==> src/sac_pkg.sv <==
// shared constants for the conversion sequencer and its start controller
`default_nettype none
package sac_pkg;
    localparam int unsigned CLK_HZ          = 25000000;
    localparam int unsigned CONV_CLOCKS     = 40;
    localparam int unsigned GUARD_CLOCKS    = 4;
    localparam int unsigned RATE_DIVISOR    = 44;
    localparam int unsigned XFER_NS         = 200;
    // latch transfer time rounded down, at least one cycle
    localparam int unsigned XFER_CYC_RAW    = (XFER_NS * (CLK_HZ / 1000000)) / 1000;
    localparam int unsigned XFER_CYCLES     = (XFER_CYC_RAW < 1) ? 1 : XFER_CYC_RAW;
    localparam int unsigned DELAY_STAGES    = 4;
    localparam logic [3:0]  CNT_LOAD        = 4'hB;
    localparam logic [7:0]  RESULT_RESET    = 8'h00;
    localparam logic [7:0]  MIDPOINT        = 8'h80;
    localparam logic [5:0]  CONV_CNT_RESET  = 6'h00;
    localparam logic [5:0]  CONV_LAST       = 6'(CONV_CLOCKS - 1);
    localparam logic [5:0]  TRIAL_FIRST     = 6'(CONV_CLOCKS - 8);
    localparam logic [2:0]  GUARD_LAST      = 3'(GUARD_CLOCKS - 1);
    localparam logic [3:0]  XFER_LAST       = 4'(XFER_CYCLES - 1);
    typedef enum logic [1:0] {
        SAC_CTL_FREE  = 2'b00,
        SAC_CTL_DELAY = 2'b01,
        SAC_CTL_COUNT = 2'b10
    } sac_ctl_mode_e;
endpackage
`default_nettype wire

==> src/sac_link_if.sv <==
// link between converter sequencer and host start controller
`default_nettype none
interface sac_link_if;
    import sac_pkg::*;
    logic       start;
    logic       done;
    logic [7:0] data_out;
    logic [7:0] data_oe_n;
    logic [7:0] data_bus;
    logic       read_en;
    // bus level worked out from the enables, pulled high when idle
    for (genvar b = 0; b < 8; b++) begin : g_bus
        assign data_bus[b] = data_oe_n[b] ? 1'b1 : data_out[b];
    end
    modport device (input start, input read_en, output done, output data_out, output data_oe_n);
    modport host   (output start, output read_en, input done, input data_bus);
endinterface
`default_nettype wire

==> src/sac_converter.sv <==
// successive approximation sequencer with output latch
// ------------------------------------------------------------
// ------------------------------------------------------------
`default_nettype none
module sac_converter
    import sac_pkg::*;
(
    input  wire logic       i_mclk,
    input  wire logic       i_reset,
    input  wire logic       i_comp_high,
    sac_link_if.device      link,
    output logic            o_busy,
    output logic [7:0]      o_trial
);
    // ------------------------------------------------------------
    // sequencing
    // ------------------------------------------------------------
    logic [5:0] cnt_q;
    logic       busy_q;
    logic       start_q;
    logic [7:0] appr_q;
    logic [7:0] bit_q;
    logic [7:0] latch_q;
    logic       done_q;
    logic [3:0] xfer_q;
    logic       xfer_act_q;
    logic [2:0] guard_q;
    logic       guard_act_q;
    wire        start_rise = link.start & ~start_q;
    // guard interval ignores starts, as the host is warned
    wire        accept     = start_rise & ~guard_act_q;
    wire        trial_en   = busy_q & (cnt_q >= TRIAL_FIRST) & (bit_q != 8'h00);
    wire        finish     = busy_q & (cnt_q == CONV_LAST);
    // a restart on the last edge must not load a half-done word into the latch
    wire        complete   = finish & ~accept;
    wire [7:0]  kept       = i_comp_high ? appr_q : (appr_q & ~bit_q);
    wire [7:0]  next_bit   = bit_q >> 1;
    always_ff @(posedge i_mclk or posedge i_reset) begin
        if (i_reset) begin
            cnt_q   <= CONV_CNT_RESET;
            busy_q  <= 1'b0;
            start_q <= 1'b0;
            appr_q  <= RESULT_RESET;
            bit_q   <= 8'h00;
        end else begin
            start_q <= link.start;
            if (accept) begin
                cnt_q  <= CONV_CNT_RESET;
                busy_q <= 1'b1;
                appr_q <= MIDPOINT;
                bit_q  <= MIDPOINT;
            end else if (busy_q) begin
                cnt_q <= cnt_q + 6'h01;
                if (finish) begin
                    busy_q <= 1'b0;
                end
                // the last trial shares its edge with finish, so the lsb is decided too
                if (trial_en) begin
                    appr_q <= kept | next_bit;
                    bit_q  <= next_bit;
                end
            end
        end
    end
    // ------------------------------------------------------------
    // output latch and completion flag
    // ------------------------------------------------------------
    always_ff @(posedge i_mclk or posedge i_reset) begin
        if (i_reset) begin
            latch_q     <= ~RESULT_RESET;
            done_q      <= 1'b1;
            xfer_q      <= 4'h0;
            xfer_act_q  <= 1'b0;
            guard_q     <= 3'h0;
            guard_act_q <= 1'b0;
        end else begin
            if (accept) begin
                done_q <= 1'b0;
            end else if (finish) begin
                done_q <= 1'b1;
            end
            // transfer begins with done rising and lasts the latch time
            if (complete) begin
                xfer_act_q <= 1'b1;
                xfer_q     <= 4'h0;
            end else if (xfer_act_q) begin
                if (xfer_q == XFER_LAST) begin
                    xfer_act_q <= 1'b0;
                    latch_q    <= ~appr_q;
                end else begin
                    xfer_q <= xfer_q + 4'h1;
                end
            end
            if (complete) begin
                guard_act_q <= 1'b1;
                guard_q     <= 3'h0;
            end else if (guard_act_q) begin
                if (guard_q == GUARD_LAST) begin
                    guard_act_q <= 1'b0;
                end else begin
                    guard_q <= guard_q + 3'h1;
                end
            end
        end
    end
    // approximation register is not disturbed by a late comparator edge
    assign link.done      = done_q;
    assign link.data_out  = latch_q;
    assign link.data_oe_n = {8{~link.read_en}};
    assign o_busy         = busy_q;
    assign o_trial        = appr_q;
endmodule
`default_nettype wire

==> src/flat_wrapper.sv <==
// flat-port wrapper written by rule: the top's interface ports become plain ports
module sac_converter_flat import sac_pkg::*;
  (i_mclk, i_reset, i_comp_high, o_busy, o_trial, link_start, link_read_en, link_done, link_data_out, link_data_oe_n);
  sac_link_if link_i ();
  input  wire logic i_mclk;
  input  wire logic i_reset;
  input  wire logic i_comp_high;
  output logic o_busy;
  output logic [7:0] o_trial;
  input wire logic [$bits(link_i.start)-1:0] link_start;
  input wire logic [$bits(link_i.read_en)-1:0] link_read_en;
  output wire logic [$bits(link_i.done)-1:0] link_done;
  output wire logic [$bits(link_i.data_out)-1:0] link_data_out;
  output wire logic [$bits(link_i.data_oe_n)-1:0] link_data_oe_n;
  assign link_i.start = link_start;
  assign link_i.read_en = link_read_en;
  assign link_done = link_i.done;
  assign link_data_out = {>>{link_i.data_out}};
  assign link_data_oe_n = {>>{link_i.data_oe_n}};
  sac_converter u_core (.i_mclk(i_mclk), .i_reset(i_reset), .i_comp_high(i_comp_high), .link(link_i), .o_busy(o_busy), .o_trial(o_trial));
endmodule
==> config.mk <==
export PLATFORM = sky130hd
export DESIGN_NAME = sac_converter_flat
export DESIGN_NICKNAME = d
export VERILOG_FILES = /design/src/sac_pkg.sv /design/src/sac_link_if.sv /design/src/sac_converter.sv /design/src/flat_wrapper.sv
export SDC_FILE = /design/constraint.sdc
export NUM_CORES = 1
export LEC_CHECK = 0
export BUFFER_PORTS_ARGS = -buffer_cell sky130_fd_sc_hd__buf_4
export CAP_MARGIN = 10
export CORE_MARGIN = 1
export CORE_UTILIZATION = 40
export DETAILED_ROUTE_END_ITERATION = 8
export PLACE_DENSITY = 0.58
export SLEW_MARGIN = 20
export SYNTH_ARGS = -nofsm -noshare
export SYNTH_HDL_FRONTEND = slang
export SYNTH_SLANG_ARGS = --single-unit
==> constraint.sdc <==
create_clock -name i_mclk -period 4.15 [get_ports i_mclk]
set_clock_uncertainty 0.1 [all_clocks]
set_input_delay 1.0375 -clock i_mclk [delete_from_list [all_inputs] [get_ports i_mclk]]
set_output_delay 1.0375 -clock i_mclk [all_outputs]
set_load 0.005 [all_outputs]
==> impl_metrics.json, run 1 <==
{
  "fillers": 444,
  "critPathMaxFanout": 8,
  "detail-route-antenna-nets": 0,
  "r2r-end": "u_core.link.data_out[0]",
  "fin_ws_ns": 1.552,
  "slew_headroom_pct": 58.89,
  "run_status": "finished, final reports clean",
  "synth_top_flop_cell": "dfrtp_1",
  "grt_max_degree": 43,
  "whs_ns": 0.3365,
  "hold_viol": 0,
  "cts_setup_buffers": 0,
  "fin_crit_sh_pct": 62.60,
  "grt_pass1_vias": 1276,
  "combPwrFrac_pct": 23.4,
  "synth.distinct_cells": 32,
  "drv_slew": 0,
  "start_kind": "input port",
  "grt.overflow.total": 0,
  "wl_per_cell_um": 12.42,
  "die_area_um2": 5160,
  "worstReg2RegStart": "u_core.cnt_q[1]",
  "register_area_um2": 1062,
  "die_h_um": 71.83,
  "worstHoldStart": "u_core.o_trial[3]",
  "ys_seq_elements": 42,
  "seq_area_frac_synth_pct": 54.46,
  "min_path_type": "reg -> reg",
  "start_util_pct": 41.57,
  "power.switching_mw": 0.3383,
  "hold_buffers": 0,
  "ios": 31,
  "netlist.area_leader.share_pct": 42.33,
  "drv_cap": 0,
  "final_cells": 268,
  "final_cell_mix": "dfrtp_1 (33), buf_4 (32), inv_1 (26)",
  "hold_depth": 1,
  "yosys_warnings": 0,
  "setup_violations": 0,
  "p_seq_share_pct": 52.2,
  "syn_to_final_growth_pct": 16.81,
  "internal_power_mw": 0.7742,
  "fin_tns_setup_ns": 0,
  "clkPwrFrac_pct": 24.4,
  "synthCells": 186,
  "switching_share_pct": 30.41,
  "p_per_area_nw_per_um2": 488.3,
  "cts.path.max_buffers": 2,
  "drive_above_1_share_pct": 26.17,
  "min_period_ns": 2.598,
  "dpl.hpwl_um": 2260,
  "drt_pass1_iterations": 4,
  "critPathKind": "in -> out",
  "cts_resized": 0,
  "antenna_cells": 0,
  "insertion_delay_ns": 0.29,
  "nets": 224,
  "grt_setup_unrepaired": "false",
  "grt_usage_pct": 15.13,
  "drc": 0,
  "vias": 1322,
  "gp_congestion": 0.7168,
  "mappedNetlistArea_um2": 1951,
  "grt_antenna_before_repair": 0,
  "clockRootBuffer": "clkbuf_8",
  "dieWidth_um": 71.83,
  "end_kind": "primary output",
  "cp.required_ns": 3.01,
  "syn_avg_cell_area_um2": 10.49,
  "total_leakage_power_nw": 1.136,
  "port_buffers": 30,
  "syn_nets": 197,
  "viasPerCell": 4.933,
  "wl_um": 3328,
  "cts.reportedPaths.clkPinSlew_ns": 0.08,
  "worst_slew_pin_slew_ns": 0.6166,
  "coreArea_um2": 4692,
  "reg2reg_slack_ns": 2.34,
  "place_inst": 260,
  "critPathArrivalTime_ns": 1.46,
  "cts.sinks": 42,
  "cts_buffers": 5,
  "synth.area.top_cells": "dfrtp_1 (42%), dfstp_2 (12%), a21oi_1 (5.1%), mux2i_1 (5.1%), inv_1 (5.0%)",
  "synthArstFlopShare_pct": 100.0,
  "drt-initial-drc-count": 91,
  "htreeDepth": 2,
  "reg2reg_depth": 4,
  "pre_cts_ws_ns": 1.539,
  "grt_first_pass_wirelength_um": 5823,
  "max-vdd-ir-drop_v": 0.0002024,
  "whs_endpoint": "u_core.link.data_out[3]",
  "cts_tree": "built",
  "multi_input_area_um2": 715.7,
  "final_common_cell": "dfrtp_1",
  "core.rowCount": 25,
  "synth_area_leader_cell": "dfrtp_1",
  "max_freq_mhz": 384.9,
  "synth_edf_count": 0
}
## state kept, by name (all words and copies together) (netlist names), 3 cells and up
name                  flops
u_core.bit_q              8
u_core.link.data_out      8
u_core.o_trial            8
u_core.cnt_q              6
u_core.xfer_q             4
u_core.guard_q            3
## layout make-up
cell class              instances  share of cell area (%)
inverters                      26                   4.283
clock buffers                   6                   3.624
flip-flops and latches         42                   46.62
multi-input cells             106                   31.41
clock inverters                 2                  0.5491
well taps                      54                   2.965
repair buffers                 32                   10.54
## logic make-up (layout without fill, tap and decap cells)
| logic type | Yosys count | count (layout) | synth area share, % |
|---|---|---|---|
| AND/OR/NAND/NOR | 48 | 48 | 14.50 |
| buffers and inverters | 38 | 66 | 8.852 |
| adder cells (fa/ha/maj) | 6 | 6 | 3.849 |
| flip-flops | 42 | 42 | 54.46 |
| AO/OA/AOI/OAI | 37 | 37 | 10.97 |
| multiplexers | 10 | 10 | 5.132 |
| XOR/XNOR | 5 | 5 | 2.245 |
## cells in the mapped netlist (3+ instances only)
cell type  count
a21oi_1       20
buf_4          8
clkbuf_1       4
dfrtp_1       33
dfstp_2        9
ha_1           6
inv_1         26
mux2i_1       10
nand2_1       17
nand3_1        3
nand4_1        3
nor2_1         9
o21ai_0       12
xor2_1         3
## worst max-delay path by stage
stage | startpoint | to | slack, ns
after global routing | link_read_en | link_data_oe_n[2] | 1.52
after floorplan | link_read_en | link_data_oe_n[1] | 1.69
after global placement | link_read_en | link_data_oe_n[1] | 1.58
after detailed placement | link_start | u_core.link.data_out[0] | 1.54
final | link_read_en | link_data_oe_n[3] | 1.55
after CTS | link_read_en | link_data_oe_n[2] | 1.55
## per-layer routing
layer  routed length, um  share of wire, %  track usage [%]  vias up
li1                    -                 -                -      652
met1                1520                46            18.37      638
met2                1604                48            24.63       22
met3                 136               4.1            4.641       10
met4                  67               2.0            7.190        0
met5                   0                 0                0        -
## power by group through the flow
stage          Clock (mW)  Sequential [mW]  Combinational [mW]
2_1_floorplan           0            0.574               0.183
3_3_place_gp            0            0.580               0.247
3_5_place_dp            0            0.588               0.262
4_1_cts             0.283            0.582               0.266
5_1_grt             0.305            0.594               0.298
6_report            0.272            0.581               0.260
## through the flow
step | utilization [%] | total power [mW] | area, um^2
floorplan | - | 0.7569 | 1951
global placement | 46.53 | 0.8273 | 2183
detailed placement | 46.53 | 0.8503 | 2183
CTS | 48.56 | 1.132 | 2278
global route | 48.56 | 1.197 | 2278
finish | 48.56 | 1.112 | 2278
## critical path: stages
cell and delay [ns]:
buf_4 0.11, inv_1 0.16, buf_4 0.15
(Power assumes the default switching activity.)
==> run 2, diff against run 1 <==
==> constraint.sdc (replaced) <==
create_clock -name i_mclk -period 2.5 [get_ports i_mclk]
set_clock_uncertainty 0.1 [all_clocks]
set_input_delay 0.625 -clock i_mclk [delete_from_list [all_inputs] [get_ports i_mclk]]
set_output_delay 0.625 -clock i_mclk [all_outputs]
set_load 0.005 [all_outputs]
==> run 2 against run 1 <==
- utilization is 0.080 points lower
- sequential power grew 66%
- global-route usage fell by 0.053 points
==> impl_metrics.json, run 2 (synthesis gave the netlist of run 1 again) <==
{
  "drv_slew": 0,
  "dpl.hpwl_um": 2401,
  "grt.overflow.total": 0,
  "drt_pass1_iterations": 4,
  "die_h_um": 71.83,
  "start_util_pct": 41.57,
  "wl_um": 3431,
  "cts_tree": "built",
  "cts.sinks": 42,
  "grt_usage_pct": 15.07,
  "coreArea_um2": 4692,
  "critPathMaxFanout": 8,
  "max-vdd-ir-drop_v": 0.0003145,
  "worst_slew_pin_slew_ns": 0.6054,
  "grt_setup_unrepaired": "false",
  "htreeDepth": 2,
  "port_buffers": 30,
  "hold_viol": 0,
  "start_kind": "register",
  "critPathKind": "reg -> reg",
  "cts_buffers": 5,
  "total_leakage_power_nw": 1.137,
  "critPathSlowestCell": "o31ai_4",
  "fillers": 425,
  "cts_resized": 0,
  "register_area_um2": 1062,
  "grt_pass1_vias": 1315,
  "grt_first_pass_wirelength_um": 5927,
  "insertion_delay_ns": 0.29,
  "setup_violations": 0,
  "nets": 224,
  "drc": 0,
  "gp_congestion": 0.7664,
  "drive_above_1_share_pct": 25.70,
  "vias": 1321,
  "multi_input_area_um2": 715.7,
  "cts.path.max_buffers": 2,
  "hold_buffers": 0,
  "detail-route-antenna-nets": 0,
  "place_area_um2": 2183,
  "clockRootBuffer": "clkbuf_8",
  "fin_crit_sh_pct": 72.11,
  "run_status": "finished, final reports clean",
  "die_area_um2": 5160,
  "cts_setup_buffers": 0,
  "viasPerCell": 4.929,
  "wl_per_cell_um": 12.80,
  "critPathArrivalTime_ns": 1.91,
  "cp.required_ns": 2.61,
  "antenna_cells": 0,
  "critical_path.cell_chain": "ha_1, nand2_4, o31ai_4, mux2i_1",
  "drv_cap": 0,
  "fin_area_um2": 2275,
  "cp_slowest_stage_delay_ns": 0.57,
  "min_path_type": "reg -> reg",
  "final_common_cell": "dfrtp_1",
  "dieWidth_um": 71.83,
  "max_freq_mhz": 554.7,
  "core.rowCount": 25,
  "drt-initial-drc-count": 24,
  "cts.reportedPaths.clkPinSlew_ns": 0.08,
  "grt_antenna_before_repair": 0,
  "grt_max_degree": 43,
  "syn_to_final_growth_pct": 16.61,
  "slew_headroom_pct": 59.64,
  "ios": 31,
  "power.total_mw": 1.837,
  "fin_tns_setup_ns": 0,
  "final_cell_mix": "dfrtp_1 (33), buf_4 (32), inv_1 (26)",
  "min_period_ns": 1.803,
  "p_per_area_nw_per_um2": 807.7,
  "end_kind": "register"
}
## run 2: worst paths after layout
check,startpoint,endpoint,slack (ns),depth (start not counted)
setup reg to reg,u_core.cnt_q[0],u_core.link.data_out[5],0.70,4
max in group asynchronous,i_reset,u_core.link.data_out[2],1.57,3
setup / recovery,u_core.cnt_q[0],u_core.link.data_out[5],0.70,4
hold / removal,u_core.o_trial[1],u_core.link.data_out[1],0.34,1
min in group asynchronous,i_reset,u_core.xfer_q[0],0.36,3
hold reg to reg,u_core.o_trial[1],u_core.link.data_out[1],0.34,1
## run 2: layout make-up
class                      count  area share [%]
sequential                    42           46.70
clock buffer                   7           3.795
inverter                      26           4.290
multi-input combinational    106           31.46
tap                           54           2.970
timing repair buffer          32           10.56
clock inverter                 1          0.2200
## run 2: stage by stage
stage	worst slack, ns	std cells	hold WS [ns]	utilization [%]
2_1_floorplan	0.8155	186	0.3286	-
3_3_place_gp	0.5688	260	0.3269	46.53
3_5_place_dp	0.4873	260	0.3336	46.53
4_1_cts	0.6595	268	0.3378	48.48
5_1_grt	0.5620	268	0.3365	48.48
6_report	0.6972	268	0.3378	48.48
## run 2: report_power, final
group	switching, mW	internal [mW]	leakage (nW)
Combinational	0.210	0.221	0.572
Sequential	0.121	0.842	0.517
Clock	0.221	0.223	0.0482
Total	0.552	1.29	1.14
## run 2: worst max-delay path: cells and delay by family, from the launching register on
kind                     cells  cell delay, ns
AO/OA/AOI/OAI                1            0.57
flip-flops                   1            0.42
AND/OR/NAND/NOR              1            0.10
adder cells (fa/ha/maj)      1            0.26
multiplexers                 1            0.28
## run 2: routing by layer
metal | up-vias | GRT usage [%] | routed length (um)
met3 | 5 | 4.360 | 134
met5 | - | 0 | 0
met1 | 636 | 18.74 | 1544
met2 | 23 | 24.84 | 1698
met4 | 0 | 5.882 | 53
li1 | 657 | - | -
==> run 3, diff against run 2 <==
--- a/config.mk
+++ b/config.mk
@@ -10,7 +10,7 @@
 export CORE_MARGIN = 1
 export CORE_UTILIZATION = 40
 export DETAILED_ROUTE_END_ITERATION = 8
-export PLACE_DENSITY = 0.58
+export PLACE_DENSITY = 0.6
 export SLEW_MARGIN = 20
 export SYNTH_ARGS = -nofsm -noshare
 export SYNTH_HDL_FRONTEND = slang
==> constraint.sdc (replaced) <==
create_clock -name i_mclk -period 1.6 [get_ports i_mclk]
set_clock_uncertainty 0.1 [all_clocks]
set_input_delay 0.4 -clock i_mclk [delete_from_list [all_inputs] [get_ports i_mclk]]
set_output_delay 0.4 -clock i_mclk [all_outputs]
set_load 0.005 [all_outputs]
==> run 3 against run 2 <==
- die area is the same
- clock power grew 56%
- power grew 62%
- worst setup slack lost 0.64 ns
- final area grew 4.8%
- combinational power grew 90%
- routed wire length shrank 4.1%
- sequential share of layout area shrank 2.1 points
- sequential power grew 53%
- global-route usage shrank 0.60 points
- largest power group unchanged
- non-clock buffer count grew 10
==> impl_metrics.json, run 3 (synthesis gave the netlist of run 1 again) <==
{
  "critPathKind": "reg -> out",
  "antenna_cells": 0,
  "drt_pass1_iterations": 4,
  "fin_crit_sh_pct": 96.52,
  "die_h_um": 71.83,
  "cts.path.max_buffers": 2,
  "critPathMaxFanout": 6,
  "die_area_um2": 5160,
  "drc": 0,
  "hold_buffers": 0,
  "cts_buffers": 5,
  "cts_tree": "built",
  "internal_power_mw": 2.102,
  "grt_pass1_vias": 1272,
  "dieWidth_um": 71.83,
  "htreeDepth": 2,
  "grt_first_pass_wirelength_um": 5727,
  "p_per_area_nw_per_um2": 1249,
  "clockRootBuffer": "clkbuf_8",
  "worst_slew_pin_slew_ns": 0.3099,
  "whs_ns": 0.06394,
  "drv_slew": 0,
  "final_common_cell": "buf_4",
  "pre_cts_ws_ns": 0.09269,
  "coreArea_um2": 4692,
  "syn_to_final_growth_pct": 22.19,
  "end_kind": "primary output",
  "dpl.hpwl_um": 2268,
  "run_status": "finished, final reports clean",
  "p_seq_share_pct": 49.4,
  "start_kind": "register",
  "final_cell_mix": "buf_4 (40), dfrtp_1 (32), inv_1 (26)",
  "max_freq_mhz": 647.5,
  "drt-initial-drc-count": 55,
  "grt_max_degree": 43,
  "place_inst": 270,
  "fin_ws_ns": 0.05563,
  "detail-route-antenna-nets": 0,
  "slew_headroom_pct": 79.28,
  "hold_viol": 0,
  "viasPerCell": 4.766,
  "nets": 234,
  "max-vdd-ir-drop_v": 0.0006232,
  "fin_tns_setup_ns": 0,
  "grt_antenna_before_repair": 0,
  "grt_usage_pct": 14.47,
  "drv_cap": 0,
  "total_leakage_power_nw": 1.197,
  "combPwrFrac_pct": 27.4,
  "core.rowCount": 25,
  "port_buffers": 30,
  "power.switching_mw": 0.8747,
  "min_period_ns": 1.544,
  "switching_share_pct": 29.38,
  "wl_um": 3290,
  "gp_congestion": 0.7323,
  "ios": 31,
  "critPathArrivalTime_ns": 1.04,
  "start_util_pct": 41.57,
  "final_cells": 278,
  "insertion_delay_ns": 0.29,
  "setup_violations": 0,
  "vias": 1325,
  "cts.reportedPaths.clkPinSlew_ns": 0.08,
  "fillers": 425,
  "cts.sinks": 42,
  "drive_above_1_share_pct": 30.36,
  "wl_per_cell_um": 11.83,
  "clkPwrFrac_pct": 23.2,
  "grt.overflow.total": 0,
  "min_path_type": "in -> async",
  "grt_setup_unrepaired": "false",
  "cp.required_ns": 1.10
}
[run 3: cell count changes in the layout (fill, tap and decap cells not counted)]
cell / before / now
a211oi_1: 1 / 0
dfrtp_2: 0 / 1
ha_2: 0 / 1
buf_4: 32 / 40
a211oi_2: 0 / 1
dfrtp_1: 33 / 32
ha_1: 6 / 5
buf_12: 0 / 2
[run 3: area by class of cell]
| type | count | area (um^2) | area share [%] |
|---|---|---|---|
| clock buffers | 7 | 86.33 | 3.622 |
| clock inverters | 1 | 5.005 | 0.2100 |
| inverters | 26 | 97.59 | 4.094 |
| multi-input cells | 106 | 723.2 | 30.34 |
| flip-flops and latches | 42 | 1064 | 44.62 |
| well taps | 54 | 67.56 | 2.835 |
| repair buffers | 42 | 340.3 | 14.28 |
[run 3: path summary, 6_finish.rpt]
check                             startpoint                       to  slack [ns]  cells after the start
max                            u_core.o_busy                   o_busy        0.06                      2
min                                  i_reset         u_core.xfer_q[0]        0.06                      3
max reg2reg                 u_core.xfer_q[1]  u_core.link.data_out[5]        0.13                      6
min reg2reg                u_core.o_trial[1]  u_core.link.data_out[1]        0.34                      1
max in group asynchronous            i_reset  u_core.link.data_out[4]        1.06                      3
min in group i_mclk               link_start           u_core.start_q        0.12                      1
[run 3: power by group through the flow]
stage / clock network (mW) / registers [mW] / logic (mW)
2_1_floorplan: 0 / 1.49 / 0.474
3_3_place_gp: 0 / 1.49 / 0.795
3_5_place_dp: 0 / 1.49 / 0.804
4_1_cts: 0.718 / 1.47 / 0.814
5_1_grt: 0.761 / 1.50 / 0.936
6_report: 0.691 / 1.47 / 0.816
[run 3: metrics by stage]
step,area [um^2],util [%],power [mW]
2_1_floorplan,1951,-,1.963
3_3_place_gp,2283,48.67,2.280
3_5_place_dp,2283,48.67,2.296
4_1_cts,2375,50.61,3.006
5_1_grt,2384,50.80,3.201
6_report,2384,50.80,2.977
[run 3: metal layers]
layer,vias to the layer above,global-route usage (%),part of all wire (%)
li1,673,-,-
met1,623,18.65,47
met2,24,23.17,47
met3,5,3.938,4.0
met4,0,5.882,1.7
met5,-,0,0
[run 3: worst max-delay path, stage by stage (launching register included)]
cell and delay (ns):
dfrtp_2 0.46, buf_4 0.17, buf_4 0.13
[run 3: what timing repair did]
item	4_1_cts	5_1_grt
setup buffers	0	0
gates resized for setup	0	3
setup endpoints to repair	0	3
